==> src/logic/gpab_map.vh <==
// register map, field positions and reset values of the port A/B gpio block
// assumes a 32-bit apb bus; offsets below are register indexes, byte address is four times one
`ifndef GPAB_MAP_VH
`define GPAB_MAP_VH
`define GPAB_PA_PULLUP_OFS 24'hFF0019
`define GPAB_PA_DATA_OFS 24'hFFFFE9
`define GPAB_PB_DIR_OFS 24'hFFFFFA
`define GPAB_PA_DIR_OFS 24'hFFFFF9
`define GPAB_MODE_SEL_OFS 24'hFF0009
`define GPAB_MODE_PIN4_BIT 3
`define GPAB_MODE_PB0_BIT 2
`define GPAB_MODE_MASK 8'h0C
`define GPAB_REG_RST 8'h00
`define GPAB_SYNC_RST 8'h00
`endif

==> src/logic/gpab_sync.v <==
// two-flop synchroniser for an 8-bit group of pin levels
// assumes pins change slowly; bits may resolve in different cycles
`timescale 1ns/100ps
`include "gpab_map.vh"
module gpab_sync (
	input wire clk_i, // system clock
	input wire rst_n_i, // sync reset, active low
	input wire [7:0] d_i, // asynchronous pin levels
	output reg [7:0] q_o // synchronised levels
);
	reg [7:0] meta_ff;
	always @(posedge clk_i)
	begin
		if (!rst_n_i)
		begin
			meta_ff <= `GPAB_SYNC_RST;
			q_o <= `GPAB_SYNC_RST;
		end
		else
		begin
			meta_ff <= d_i;
			q_o <= meta_ff;
		end
	end
endmodule

==> src/logic/gpab_regs.v <==
// apb register slave of the port A/B gpio block
// assumes word-aligned apb; byte address is four times the register index, data in bits 7:0
`timescale 1ns/100ps
`include "gpab_map.vh"
module gpab_regs (
	input wire clk_i, // system clock
	input wire rst_n_i, // sync reset, active low
	input wire psel, // apb select
	input wire penable, // apb access phase
	input wire pwrite, // apb direction
	input wire [31:0] paddr, // apb byte address
	input wire [31:0] pwdata, // apb write data
	input wire [7:0] pa_rdata_i, // port A data readback value
	output reg [31:0] prdata, // apb read data
	output reg pslverr, // unmapped address
	output reg [7:0] pa_data_o, // port A output data
	output reg [7:0] pa_dir_o, // port A direction
	output reg [7:0] pa_pu_o, // port A pull-up enables
	output reg [7:0] pb_dir_o, // port B direction
	output reg [7:0] mode_o // analog select bits
);
	wire acc;
	wire [31:0] a;
	reg [7:0] rd;
	reg hit;
	assign acc = psel & penable;
	assign a = paddr;
	// one register per word: index in bits 25:2, lane bits ignored
	function is_reg;
		input [31:0] ad;
		input [23:0] ofs;
		begin
			is_reg = (ad[31:26] == 6'h00) && (ad[25:2] == ofs);
		end
	endfunction
	always @*
	begin
		rd = 8'h00;
		hit = 1'b1;
		if (is_reg(a, `GPAB_PA_DATA_OFS))
			rd = pa_rdata_i;
		else if (is_reg(a, `GPAB_PA_PULLUP_OFS))
			rd = pa_pu_o;
		else if (is_reg(a, `GPAB_PB_DIR_OFS))
			rd = pb_dir_o;
		else if (is_reg(a, `GPAB_PA_DIR_OFS))
			rd = pa_dir_o;
		else if (is_reg(a, `GPAB_MODE_SEL_OFS))
			rd = mode_o & `GPAB_MODE_MASK;
		else
			hit = 1'b0;
	end
	always @(posedge clk_i)
	begin
		if (!rst_n_i)
		begin
			pa_data_o <= `GPAB_REG_RST;
			pa_dir_o <= `GPAB_REG_RST;
			pa_pu_o <= `GPAB_REG_RST;
			pb_dir_o <= `GPAB_REG_RST;
			mode_o <= `GPAB_REG_RST;
			prdata <= 32'h00000000;
			pslverr <= 1'b0;
		end
		else
		begin
			pslverr <= 1'b0;
			if (psel && !penable)
			begin
				prdata <= {24'h000000, rd};
				pslverr <= ~hit;
			end
			if (acc && pwrite && hit)
			begin
				if (is_reg(a, `GPAB_PA_DATA_OFS))
					pa_data_o <= pwdata[7:0];
				if (is_reg(a, `GPAB_PA_PULLUP_OFS))
					pa_pu_o <= pwdata[7:0];
				if (is_reg(a, `GPAB_PB_DIR_OFS))
					pb_dir_o <= pwdata[7:0];
				if (is_reg(a, `GPAB_PA_DIR_OFS))
					pa_dir_o <= pwdata[7:0];
				if (is_reg(a, `GPAB_MODE_SEL_OFS))
					mode_o <= pwdata[7:0] & `GPAB_MODE_MASK;
			end
		end
	end
endmodule

==> src/logic/gpab_top.v <==
// What this block does
// - port A direction 1 output, 0 input
// - port A output drives stored data bit
// - data read returns stored bit for outputs
// - data read returns pin level for inputs
// - analog-selected port A bits read as 1
// - port A pull-up bit enables pull-up
// - pull-up only on inputs, never analog
// - pin 4 analog only when select set
// - port B pins double as analog
// - port B gpio only when unclaimed
// - port B direction 1 output, 0 input
// - port B pin 0 needs select cleared
//
// top of the port A/B gpio block: apb slave, pin drivers, readback mux
// assumes analog claim inputs come from converter logic on clk_i;
// port B data register lives elsewhere and is fed in on pb_data_i
`timescale 1ns/100ps
`include "gpab_map.vh"
module gpab_top (
	input wire clk_i, // 200 MHz system clock
	input wire rst_n_i, // sync reset, active low
	input wire psel, // apb select
	input wire penable, // apb access phase
	input wire pwrite, // apb direction
	input wire [31:0] paddr, // apb byte address
	input wire [31:0] pwdata, // apb write data
	output wire [31:0] prdata, // apb read data
	output wire pready, // apb ready
	output wire pslverr, // apb error
	input wire [7:0] pa_pin_i, // port A pin levels
	input wire [7:0] pb_pin_i, // port B pin levels, unused inside
	input wire [7:0] pb_data_i, // port B output data from its register
	input wire [7:0] adc1_claim_i, // first converter claims port B pins
	input wire [7:0] adc2_claim_i, // second converter claims port A pins
	input wire [7:0] dac_claim_i, // d/a converter claims port B pins
	input wire [7:0] pfc_input_i, // pin-function controller input pins, port A
	output reg [7:0] pa_out_o, // port A pin output value
	output reg [7:0] pa_oe_o, // port A output enable
	output reg [7:0] pa_pu_o, // port A pull-up enable
	output reg [7:0] pa_analog_o, // port A pin in analog mode
	output reg [7:0] pb_out_o, // port B pin output value
	output reg [7:0] pb_oe_o, // port B output enable
	output reg [7:0] pb_analog_o // port B pin in analog mode
);
	wire [7:0] pa_sync;
	wire [7:0] pa_data;
	wire [7:0] pa_dir;
	wire [7:0] pa_pu;
	wire [7:0] pb_dir;
	wire [7:0] mode;
	reg [7:0] pa_ana;
	reg [7:0] pb_ana;
	reg [7:0] pa_rdata;
	wire [31:0] prdata_w;
	wire pslverr_w;
	gpab_sync u_sync_a (
		.clk_i(clk_i),
		.rst_n_i(rst_n_i),
		.d_i(pa_pin_i),
		.q_o(pa_sync)
	);
	gpab_regs u_regs (
		.clk_i(clk_i),
		.rst_n_i(rst_n_i),
		.psel(psel),
		.penable(penable),
		.pwrite(pwrite),
		.paddr(paddr),
		.pwdata(pwdata),
		.pa_rdata_i(pa_rdata),
		.prdata(prdata_w),
		.pslverr(pslverr_w),
		.pa_data_o(pa_data),
		.pa_dir_o(pa_dir),
		.pa_pu_o(pa_pu),
		.pb_dir_o(pb_dir),
		.mode_o(mode)
	);
	// zero-wait: answer captured in setup, given with pready high in access
	assign pready = 1'b1;
	// already flops in the slave; a second stage would miss the access cycle
	assign prdata = prdata_w;
	assign pslverr = pslverr_w;
	always @*
	begin
		pa_ana = adc2_claim_i;
		// pin 4 only turns analog with its select bit set
		pa_ana[4] = mode[`GPAB_MODE_PIN4_BIT];
		pb_ana = adc1_claim_i | dac_claim_i;
		// pin 0 analog only with its select bit
		pb_ana[0] = mode[`GPAB_MODE_PB0_BIT];
		// analog 1 beats direction; output gets stored bit; input gets pin
		pa_rdata = pa_ana | (pa_dir & pa_data) | (~pa_dir & pa_sync);
	end
	// pins outputs registered so glitches never reach the pads
	always @(posedge clk_i)
	begin
		if (!rst_n_i)
		begin
			pa_out_o <= `GPAB_REG_RST;
			pa_oe_o <= `GPAB_REG_RST;
			pa_pu_o <= `GPAB_REG_RST;
			pa_analog_o <= `GPAB_REG_RST;
			pb_out_o <= `GPAB_REG_RST;
			pb_oe_o <= `GPAB_REG_RST;
			pb_analog_o <= `GPAB_REG_RST;
		end
		else
		begin
			pa_out_o <= pa_data;
			pa_oe_o <= pa_dir & ~pa_ana;
			// pull-up on gpio or peripheral inputs; never on analog pins
			pa_pu_o <= pa_pu & ~pa_ana & (~pa_dir | pfc_input_i);
			pa_analog_o <= pa_ana;
			pb_out_o <= pb_data_i;
			pb_oe_o <= pb_dir & ~pb_ana;
			pb_analog_o <= pb_ana;
		end
	end
endmodule

==> config.mk <==
export PLATFORM = sky130hd
export DESIGN_NAME = gpab_top
export DESIGN_NICKNAME = d
export VERILOG_FILES = /design/src/logic/gpab_sync.v /design/src/logic/gpab_regs.v /design/src/logic/gpab_top.v
export VERILOG_INCLUDE_DIRS = /design/src /design/src/logic
export SDC_FILE = /design/constraint.sdc
export NUM_CORES = 1
export LEC_CHECK = 0
export BUFFER_PORTS_ARGS = -buffer_cell sky130_fd_sc_hd__buf_2
export CORE_AREA = 5 5 105 107
export CTS_CLUSTER_DIAMETER = 200
export DETAILED_ROUTE_END_ITERATION = 10
export DIE_AREA = 0 0 110 112
export PLACE_DENSITY = 0.79
export RECOVER_POWER = 50
export SYNTH_ARGS = -nofsm -noshare
export SYNTH_HDL_FRONTEND = slang
export SYNTH_SLANG_ARGS = --single-unit
export TNS_END_PERCENT = 20
==> constraint.sdc <==
create_clock -name clk_i -period 1.9 [get_ports clk_i]
set_input_delay 0.095 -clock clk_i [delete_from_list [all_inputs] [get_ports clk_i]]
set_output_delay 0.095 -clock clk_i [all_outputs]
set_load 0.05 [all_outputs]
==> summary.txt, run 1 <==
Global routing
  • Initial antenna violation count: 0
  • Vias in the first global route: 4036
  • Maximum number of pins on one net before global-route repair: 114
  • Tot GR Track Use: 0.202
  • Grt ovf: 0
  • First-pass GRT wire length: 19.5 mm

Die
  • DIE AREA: 12300 µm²
  • Die X: 110 µm
  • Starting Density: 0.441
  • I/O pins: 215
  • Chip height: 112 µm
  • Core area: 10000 µm²
  • Row Count: 37

Clocking
  • Clock transition at the registers of the reported paths: 0.06 ns
  • Clock Sinks: 115
  • Post-CTS Hold Fix Bufs: 66
  • H-tree levels: 4
  • Insertion delay to the later sink of the worst-skew pair: 0.50 ns
  • CTS tree: built
  • Post-CTS resize count: 0
  • Total CTS buffers: 17
  • Root Buffer: clkbuf_8
  • Max Root-Sink Buffers: 2
  • Setup bufs post-CTS: 0

Timing
  • Unrepaired setup endpoints after global routing: no
  • Slew @ Worst Pin: 0.696 ns
  • Max Fclk: 726 MHz
  • Clk_skew: 0.00717 ns
  • Final Setup Violations: 0
  • Fin. Hold Viols: 0
  • Final setup TNS: 0 ns
  • Max Transition Viols Final: 0
  • Min cycle time layout: 1.38 ns
  • Slew headroom: 0.536
  • Tcrit/Tclk final: 0.725

Synthesis
  • Top_reg_cell synth: dfxtp_1
  • EDFF count, synth: 0
  • Cells after Synth: 448
  • Post-synthesis sequential area ratio: 0.519
  • Post-synth top area share: 0.519
  • Share of flip-flops with an asynchronous set or reset: 0
  • Largest cells by area after synthesis: dfxtp_1 52%, and2_1 6.1%, mux2i_1 5.9%
  • Mean post-synth cell area: 9.89 µm²
  • Most area-hungry cell type in the Yosys netlist: dfxtp_1
  • Synthesized area: 4430 µm²
  • Ys Warns: 0
  • Yosys reg bits: 115
  • Synth unique cells: 39

Routing
  • Antenna-violating nets left: 0
  • Number of remaining DRC errors: 0
  • DR vias: 3947
  • Via density: 4.80
  • DRT iter0 DRCs: 147
  • DRT Pass-1 Iters: 5
  • Final wirelength: 12.3 mm
  • WL per Instance: 15.0 µm

Pwr
  • Worst vdd ir: 0.678 mV
  • Static Leak: 3.05 nW
  • Power Density: 949 nW/µm²

Final layout
  • Register Area: 2300 µm²
  • Fin nets: 799
  • Final cell count without fillers: 822
  • Area grow syn2layout: 45.7%
  • Antenna Cells: 0
  • Share of cells above drive strength 1: 0.235
  • Fillers: 841
  • Commonest cells after routing, fill and taps aside: 115 x dfxtp_1, 113 x buf_2, 66 x dlygate4sd3_1
  • Commonest non-fill, non-tap cell in the layout: dfxtp_1
  • Multi-input gate area: 1890 µm²

Setup path
  • Worst setup EP type: flop
  • Buf/Inv on CP: 1
  • Crit-path max cell delay: 0.45 ns
  • Setup crit end: u_regs.pa_dir_o[5]
  • Worst R2R Path Depth: 3
  • CP Launch Point: paddr[31]
  • CP max FO: 8
  • FF-to-FF End: pb_oe_o[6]
  • WP data required: 2.28 ns
  • R2r startpoint: u_regs.pb_dir_o[6]
  • R2R setup slack: 0.64 ns
  • Crit Path Class: in -> reg
  • Arrival time at the worst endpoint: 1.76 ns
  • Startpoint type of the worst setup path: input port
  • Top delay family on crit path: simple AND/OR/NAND/NOR gates
  • Critical Path Stages: 6
  • Slowest cell on the critical path: nor4b_2
  • Crit-path cells: buf_2 > nor4b_2 > and4_1 > nand4_2 > mux2i_1 > nor2b_1

Place
  • Dpl cells: 725
  • Detail Placement HPWL: 8.06 mm
  • Placer Congestion: 0.919
  • Port bufs: 152

Min path
  • HP Class: in -> reg

Flow run
  • Max_cap viols: 0

Status
  • Status: finished, final reports clean
how the worst min path moves through the flow:
stage,end,depth (start not counted),start,slack (ns)
final,u_regs.prdata[2],5,psel,0.11
after CTS,u_regs.pslverr,4,paddr[3],0.08
after global routing,u_regs.prdata[2],5,psel,0.11
after detailed placement,pb_oe_o[5],2,adc1_claim_i[5],0.28
after global placement,pb_oe_o[4],2,adc1_claim_i[4],0.27
after floorplan,pb_oe_o[1],1,adc1_claim_i[1],0.17
metrics by stage:
stage / instance area [µm²] / hold WS [ns] / setup WS, ns / power [mW] / util
2_1_floorplan: 4520 / 0.171 / 0.241 / 2.87 / -
3_3_place_gp: 5270 / 0.273 / 0.0982 / 2.99 / 0.524
3_5_place_dp: 5270 / 0.275 / 0.0562 / 2.99 / 0.524
4_1_cts: 6510 / 0.0836 / 0.585 / 6.17 / 0.648
5_1_grt: 6460 / 0.109 / 0.393 / 6.33 / 0.643
6_report: 6460 / 0.111 / 0.523 / 6.13 / 0.643
cell usage after synthesis, drive strengths merged, types with 8 or more instances:
| master | count |
|---|---|
| a211o | 8 |
| a21boi | 9 |
| a21oi | 14 |
| and2 | 44 |
| and3b | 9 |
| buf | 33 |
| clkbuf | 13 |
| dfxtp | 115 |
| inv | 12 |
| mux2i | 26 |
| nand2 | 47 |
| nand3b | 8 |
| nor2b | 25 |
| nor3 | 10 |
| o21ai | 20 |
tightest hold or removal path: stages:
cell and delay (ns):
buf_2 0.10, a21boi_0 0.08, buf_4 0.17, nand2_1 0.07, o21ai_1 0.05
cell families (layout without fill, tap and decap cells):
logic type             after synthesis  in the layout  share of synthesized area
AO/OA/AOI/OAI                       74             74                      0.113
flip-flops                         115            115                      0.519
other                                2             25                    0.00169
AND/OR/NAND/NOR                    171            171                      0.228
buffers and inverters               58            273                     0.0740
multiplexers                        28             28                     0.0638
where the power goes:
part	switching [mW]	internal, mW
clock network	1.05	2.05
logic	0.354	0.210
registers	0.0120	2.46
area by class of cell:
cell class              count  area share
clock buffers              21      0.0695
clock inverters            10      0.0205
inverters                  12     0.00697
multi-input cells         298       0.292
flip-flops and latches    115       0.356
well taps                 136      0.0263
repair buffers            230       0.228
metal layers:
metal,wire length (µm),GRT usage
met4,196,0.0698
met1,4940,0.240
met3,1070,0.0638
met5,0,0
met2,6110,0.341
(Power assumes the default switching activity.)
==> inputs of run 2 (changes only) <==
--- a/config.mk
+++ b/config.mk
@@ -7,11 +7,11 @@
 export NUM_CORES = 1
 export LEC_CHECK = 0
 export BUFFER_PORTS_ARGS = -buffer_cell sky130_fd_sc_hd__buf_2
-export CORE_AREA = 5 5 105 107
+export CORE_AREA = 5 5 110 112
 export CTS_CLUSTER_DIAMETER = 200
 export DETAILED_ROUTE_END_ITERATION = 10
-export DIE_AREA = 0 0 110 112
-export PLACE_DENSITY = 0.79
+export DIE_AREA = 0 0 115 117
+export PLACE_DENSITY = 0.76
 export RECOVER_POWER = 50
 export SYNTH_ARGS = -nofsm -noshare
 export SYNTH_HDL_FRONTEND = slang
==> constraint.sdc (replaced) <==
create_clock -name clk_i -period 1.2 [get_ports clk_i]
set_input_delay 0.06 -clock clk_i [delete_from_list [all_inputs] [get_ports clk_i]]
set_output_delay 0.06 -clock clk_i [all_outputs]
set_load 0.05 [all_outputs]
==> summary.txt, run 2 (same netlist as run 1, synthesis figures left out) <==
Setup path
  • CP max FO: 6
  • Buf/Inv on CP: 3
  • Crit-path cells: buf_2 > nand4_1 > or4_4 > buf_4 > a211oi_1 > buf_4 > a21oi_1 > o21ai_2
  • Worst setup EP type: flop
  • Crit-path max cell delay: 0.45 ns
  • Most frequent CP cell: buf_4
  • Startpoint type of the worst setup path: input port
  • Arrival time at the worst endpoint: 1.62 ns
  • R2R setup slack: 0.03 ns
  • Slowest cell on the critical path: or4_4
  • Top delay family on crit path: simple AND/OR/NAND/NOR gates
  • WP data required: 1.54 ns
  • Crit Path Class: in -> reg

Routing
  • Antenna-violating nets left: 0
  • DRT Pass-1 Iters: 4
  • DR vias: 4058
  • WL per Instance: 15.8 µm
  • Final wirelength: 13.3 mm
  • Number of remaining DRC errors: 0
  • DRT iter0 DRCs: 270
  • Via density: 4.82

Place
  • Dpl cells: 751
  • Post-place setup slack: -0.603 ns
  • Placer Congestion: 0.869
  • Port bufs: 152
  • Post-DP Area: 5450 µm²
  • Detail Placement HPWL: 8.88 mm

Timing
  • Clk_skew: 0.00768 ns
  • Max Fclk: 776 MHz
  • Final Setup Violations: 14
  • Fin. Hold Viols: 0
  • Slew @ Worst Pin: 0.578 ns
  • Final hold slack: 0.157 ns
  • Max Transition Viols Final: 0
  • Slew headroom: 0.615
  • Tcrit/Tclk final: 1.07
  • Final WS setup: -0.0879 ns
  • Unrepaired setup endpoints after global routing: yes
  • Min cycle time layout: 1.29 ns

Global routing
  • Tot GR Track Use: 0.194
  • First-pass GRT wire length: 20.2 mm
  • Initial antenna violation count: 0
  • GRT met2 Usage: 0.329
  • Maximum number of pins on one net before global-route repair: 113
  • Grt ovf: 0
  • Vias in the first global route: 4037
  • Met1 usage: 0.237
  • Met3 usage: 0.0535
  • GR peak layer: met2

Die
  • Core area: 11100 µm²
  • DIE AREA: 13500 µm²
  • Row Count: 39
  • Die X: 115 µm
  • Starting Density: 0.398
  • Chip height: 117 µm
  • I/O pins: 215

Pwr
  • Static Leak: 3.25 nW
  • Worst vdd ir: 0.951 mV
  • Power Density: 1390 nW/µm²
  • Total design power: 9.48 mW

Final layout
  • Fillers: 900
  • Commonest non-fill, non-tap cell in the layout: buf_2
  • Commonest cells after routing, fill and taps aside: 123 x buf_2, 114 x dfxtp_1, 54 x dlygate4sd3_1
  • Share of cells above drive strength 1: 0.339
  • Final cell count without fillers: 842
  • Area grow syn2layout: 53.9%
  • Fin nets: 812
  • Antenna Cells: 0
  • Post-Layout Inst Area: 6820 µm²

Status
  • Failing checks: negative setup slack
  • Status: finished with violations

Clocking
  • Insertion delay to the later sink of the worst-skew pair: 0.41 ns
  • CTS tree: built
  • Clock transition at the registers of the reported paths: 0.05 ns
  • Root Buffer: clkbuf_16
  • H-tree levels: 4
  • Total CTS buffers: 17
  • Max Root-Sink Buffers: 2
  • Clock Sinks: 115

Flow run
  • Max_cap viols: 0

Min path
  • HP Class: in -> reg
-- run 2: worst reg2reg max path, stage by stage (launching register included) --
cell and delay, ns:
dfxtp_1 0.44, a21oi_2 0.07, dlygate4sd3_1 0.55
-- run 2: power breakdown --
| part | total, mW | switching [mW] | leakage (nW) | internal, mW |
|---|---|---|---|---|
| clock network | 4.58 | 1.67 | 0.261 | 2.91 |
| logic | 0.987 | 0.601 | 2.05 | 0.386 |
| registers | 3.91 | 0.0191 | 0.937 | 3.89 |
-- run 2: metal layers --
layer / part of all wire / vias to the layer above
met2: 0.50 / 180
met3: 0.091 / 22
met5: 0 / -
met4: 0.017 / 0
li1: - / 1972
met1: 0.39 / 1884
-- run 2: layout make-up --
cell class | count | area [µm²] | share of cell area
clock buffer | 21 | 460 | 0.0675
clock inverter | 10 | 85.1 | 0.0125
inverter | 12 | 45.0 | 0.00661
multi-input combinational | 298 | 2060 | 0.301
sequential | 115 | 2300 | 0.338
tap | 143 | 179 | 0.0262
timing repair buffer | 243 | 1690 | 0.248
-- run 2: worst paths after layout --
kind / startpoint / endpoint / cells after the start
max: paddr[8] / u_regs.prdata[5] / 8
min: psel / u_regs.prdata[2] / 5
max reg2reg: u_regs.pa_dir_o[5] / pa_pu_o[5] / 2
min reg2reg: u_sync_a.meta_ff[4] / u_sync_a.q_o[4] / 1
-- run 2: what timing repair did --
item / CTS / global route
resized for setup: 27 / 31
gates cloned: 1 / 0
setup endpoints to repair: 31 / 42
buffers inserted: 3 / 2
hold endpoints to repair: 79 / 0
hold buffers: 54 / 0
pin swaps: 10 / 5
-- run 2: stage by stage --
stage | util | TNS, ns
2_1_floorplan | - | -11.34
3_3_place_gp | 0.489 | -17.51
3_5_place_dp | 0.489 | -19.07
4_1_cts | 0.601 | -0.0520
5_1_grt | 0.613 | -1.55
6_report | 0.613 | -0.573
==> inputs of run 3 (changes only) <==
--- a/config.mk
+++ b/config.mk
@@ -6,12 +6,12 @@
 export SDC_FILE = /design/constraint.sdc
 export NUM_CORES = 1
 export LEC_CHECK = 0
-export BUFFER_PORTS_ARGS = -buffer_cell sky130_fd_sc_hd__buf_2
-export CORE_AREA = 5 5 110 112
+export CORE_AREA = 5 5 95 97
 export CTS_CLUSTER_DIAMETER = 200
 export DETAILED_ROUTE_END_ITERATION = 10
-export DIE_AREA = 0 0 115 117
-export PLACE_DENSITY = 0.76
+export DIE_AREA = 0 0 100 102
+export DONT_BUFFER_PORTS = 1
+export PLACE_DENSITY = 0.74
 export RECOVER_POWER = 50
 export SYNTH_ARGS = -nofsm -noshare
 export SYNTH_HDL_FRONTEND = slang
==> summary.txt, run 3 <==
Clocking
  • Clock Sinks: 115
  • Total CTS buffers: 17
  • Setup bufs post-CTS: 0
  • H-tree levels: 4
  • Post-CTS resize count: 17
  • Root Buffer: clkbuf_8
  • Max Root-Sink Buffers: 2
  • Post-CTS Hold Fix Bufs: 121

Synthesis
  • Largest cells by area after synthesis: dfxtp_1 52%, and2_1 6.1%, mux2i_1 5.9%
  • Post-synthesis sequential area ratio: 0.519
  • Share of flip-flops with an asynchronous set or reset: 0
  • Synthesized area: 4430 µm²
  • Synth unique cells: 39
  • Most common cell in the netlist: dfxtp_1
  • Top_reg_cell synth: dfxtp_1
  • Ys Warns: 0
  • Cells after Synth: 448
  • Most instantiated cells after synthesis: 115 x dfxtp_1, 47 x nand2_1, 43 x and2_1, 26 x buf_4, 26 x mux2i_1
  • EDFF count, synth: 0
  • Mean post-synth cell area: 9.89 µm²
  • Post-synth top area share: 0.519
  • Most area-hungry cell type in the Yosys netlist: dfxtp_1
  • Yosys reg bits: 115

Die
  • I/O pins: 215
  • Row Count: 33
  • Starting Density: 0.550
  • Die X: 100 µm
  • Chip height: 102 µm

Place
  • Placer Congestion: 0.927
  • Post-DP Area: 4670 µm²
  • Dpl cells: 569
  • Port bufs: 0
  • Detail Placement HPWL: 7.65 mm

Status
  • Run Error: [ERROR RSZ-0060] Max buffer count reached.
  • Status: aborted with a tool error
  • Stop stage: clock tree synthesis (4_1_cts)
run 3: cell counts after synthesis:
Identical to the previous run, type by type.
run 3: stage by stage:
| step | hold WS, ns | utilization | setup slack, ns | TNS (ns) |
|---|---|---|---|---|
| after global placement | 0.137 | 0.580 | -0.414 | -10.38 |
| after detailed placement | 0.140 | 0.580 | -0.477 | -12.15 |
| after floorplan | 0.136 | - | -0.395 | -11.34 |
run 3: cells by family after synthesis:
logic type	Yosys count	share of synthesized area
AND/OR/NAND/NOR	171	0.228
flip-flops	115	0.519
AO/OA/AOI/OAI	74	0.113
buffers and inverters	58	0.0740
multiplexers	28	0.0638
other	2	0.00169
==> inputs of run 4 (changes only) <==
--- a/config.mk
+++ b/config.mk
@@ -6,12 +6,11 @@
 export SDC_FILE = /design/constraint.sdc
 export NUM_CORES = 1
 export LEC_CHECK = 0
-export CORE_AREA = 5 5 95 97
-export CTS_CLUSTER_DIAMETER = 200
+export CORE_AREA = 5 5 112 114
 export DETAILED_ROUTE_END_ITERATION = 10
-export DIE_AREA = 0 0 100 102
+export DIE_AREA = 0 0 117 119
 export DONT_BUFFER_PORTS = 1
-export PLACE_DENSITY = 0.74
+export PLACE_DENSITY_LB_ADDON = 0.15
 export RECOVER_POWER = 50
 export SYNTH_ARGS = -nofsm -noshare
 export SYNTH_HDL_FRONTEND = slang
==> constraint.sdc (replaced) <==
create_clock -name clk_i -period 1.6 [get_ports clk_i]
set_input_delay 0.08 -clock clk_i [delete_from_list [all_inputs] [get_ports clk_i]]
set_output_delay 0.08 -clock clk_i [all_outputs]
set_load 0.05 [all_outputs]
==> summary.txt, run 4 (same netlist as run 1, synthesis figures left out) <==
Final layout
  • Share of cells above drive strength 1: 0.0988
  • Multi-input gate area: 1890 µm²
  • Register Area: 2300 µm²
  • Fin nets: 689
  • Antenna Cells: 0
  • Commonest cells after routing, fill and taps aside: 115 x dfxtp_1, 94 x dlygate4sd3_1, 47 x nand2_1
  • Area grow syn2layout: 38.1%
  • Commonest non-fill, non-tap cell in the layout: dfxtp_1
  • Final cell count without fillers: 720
  • Fillers: 1027

Place
  • Detail Placement HPWL: 7.99 mm
  • Dpl cells: 593
  • Placer Congestion: 0.885
  • Port bufs: 0

Global routing
  • Maximum number of pins on one net before global-route repair: 73
  • GR peak layer: met2
  • Tot GR Track Use: 0.179
  • Initial antenna violation count: 0
  • Met3 usage: 0.0740
  • First-pass GRT wire length: 19.4 mm
  • Grt ovf: 0
  • GRT met2 Usage: 0.277
  • Vias in the first global route: 3616
  • Met1 usage: 0.228

Setup path
  • Top delay family on crit path: buffers and inverters
  • WP data required: 1.52 ns
  • Slowest cell on the critical path: clkbuf_1
  • Buf/Inv on CP: 1
  • Crit-path max cell delay: 0.55 ns
  • Startpoint type of the worst setup path: flop
  • Crit-path cells: clkbuf_1
  • Arrival time at the worst endpoint: 1.25 ns
  • CP max FO: 2
  • Crit Path Class: reg -> out
  • Worst setup EP type: primary output

Timing
  • Min cycle time layout: 1.33 ns
  • Final Setup Violations: 0
  • Max Transition Viols Final: 0
  • Clk_skew: 0.00673 ns
  • Max Fclk: 754 MHz
  • Fin. Hold Viols: 0
  • Tcrit/Tclk final: 0.829
  • Unrepaired setup endpoints after global routing: no
  • Slew @ Worst Pin: 0.721 ns
  • Slew headroom: 0.519
  • Final hold slack: 0.0313 ns

Die
  • DIE AREA: 13900 µm²
  • Starting Density: 0.391
  • Chip height: 119 µm
  • I/O pins: 215
  • Row Count: 39
  • Die X: 117 µm
  • Core area: 11300 µm²

Clocking
  • Clock Sinks: 115
  • Insertion delay to the later sink of the worst-skew pair: 0.40 ns
  • Total CTS buffers: 17
  • Max Root-Sink Buffers: 2
  • Setup bufs post-CTS: 0
  • CTS tree: built
  • Root Buffer: clkbuf_16
  • H-tree levels: 4
  • Clock transition at the registers of the reported paths: 0.05 ns

Routing
  • DRT iter0 DRCs: 190
  • Final wirelength: 12.2 mm
  • WL per Instance: 17.0 µm
  • Number of remaining DRC errors: 0
  • Antenna-violating nets left: 0
  • Via density: 4.92
  • DRT Pass-1 Iters: 4
  • DR vias: 3540

Status
  • Status: finished, final reports clean

Min path
  • HP Class: in -> reg

Pwr
  • Static Leak: 2.68 nW
  • Worst vdd ir: 0.880 mV
  • Total design power: 7.19 mW
  • Power Density: 1170 nW/µm²

Flow run
  • Max_cap viols: 0
run 4: what timing repair did:
item / CTS / global route
endpoints found under the hold margin: 108 / 0
gates resized for setup: 0 / 0
hold buffers: 95 / 0
run 4: metrics by stage:
stage / utilization / instance area [µm²] / TNS [ns] / setup WS (ns)
6_report: 0.541 / 6120 / 0 / 0.273
5_1_grt: 0.541 / 6120 / 0 / 0.188
4_1_cts: 0.544 / 6150 / 0 / 0.324
3_5_place_dp: 0.406 / 4600 / -0.408 / -0.0983
3_3_place_gp: 0.406 / 4600 / -0.259 / -0.0624
2_1_floorplan: - / 4520 / -0.145 / -0.0146
run 4: area by class of cell:
type,instances,area share
Tap cell,143,0.0292
Clock inverter,15,0.0260
Inverter,12,0.00736
Sequential cell,115,0.376
Timing Repair Buffer,120,0.183
Multi-Input combinational cell,298,0.308
Clock buffer,17,0.0695
run 4: worst paths after layout:
kind                  startpoint                to  slack (ns)  cells past startpoint
min reg2reg  u_sync_a.meta_ff[6]   u_sync_a.q_o[6]        0.43                      1
max             u_regs.prdata[4]         prdata[4]        0.27                      1
min              adc2_claim_i[6]  u_regs.prdata[6]        0.03                      3
max reg2reg   u_regs.pb_dir_o[2]        pb_oe_o[2]        0.37                      3
run 4: metal layers:
layer  vias to the layer above  part of all wire
met5                         -                 0
met4                         0             0.012
met3                        14             0.095
met2                       150              0.46
met1                      1649              0.43
li1                       1727                 -
run 4: power by group:
group | switching (mW) | internal (mW)
registers | 0.136 | 2.92
logic | 0.248 | 0.218
clock network | 1.37 | 2.30
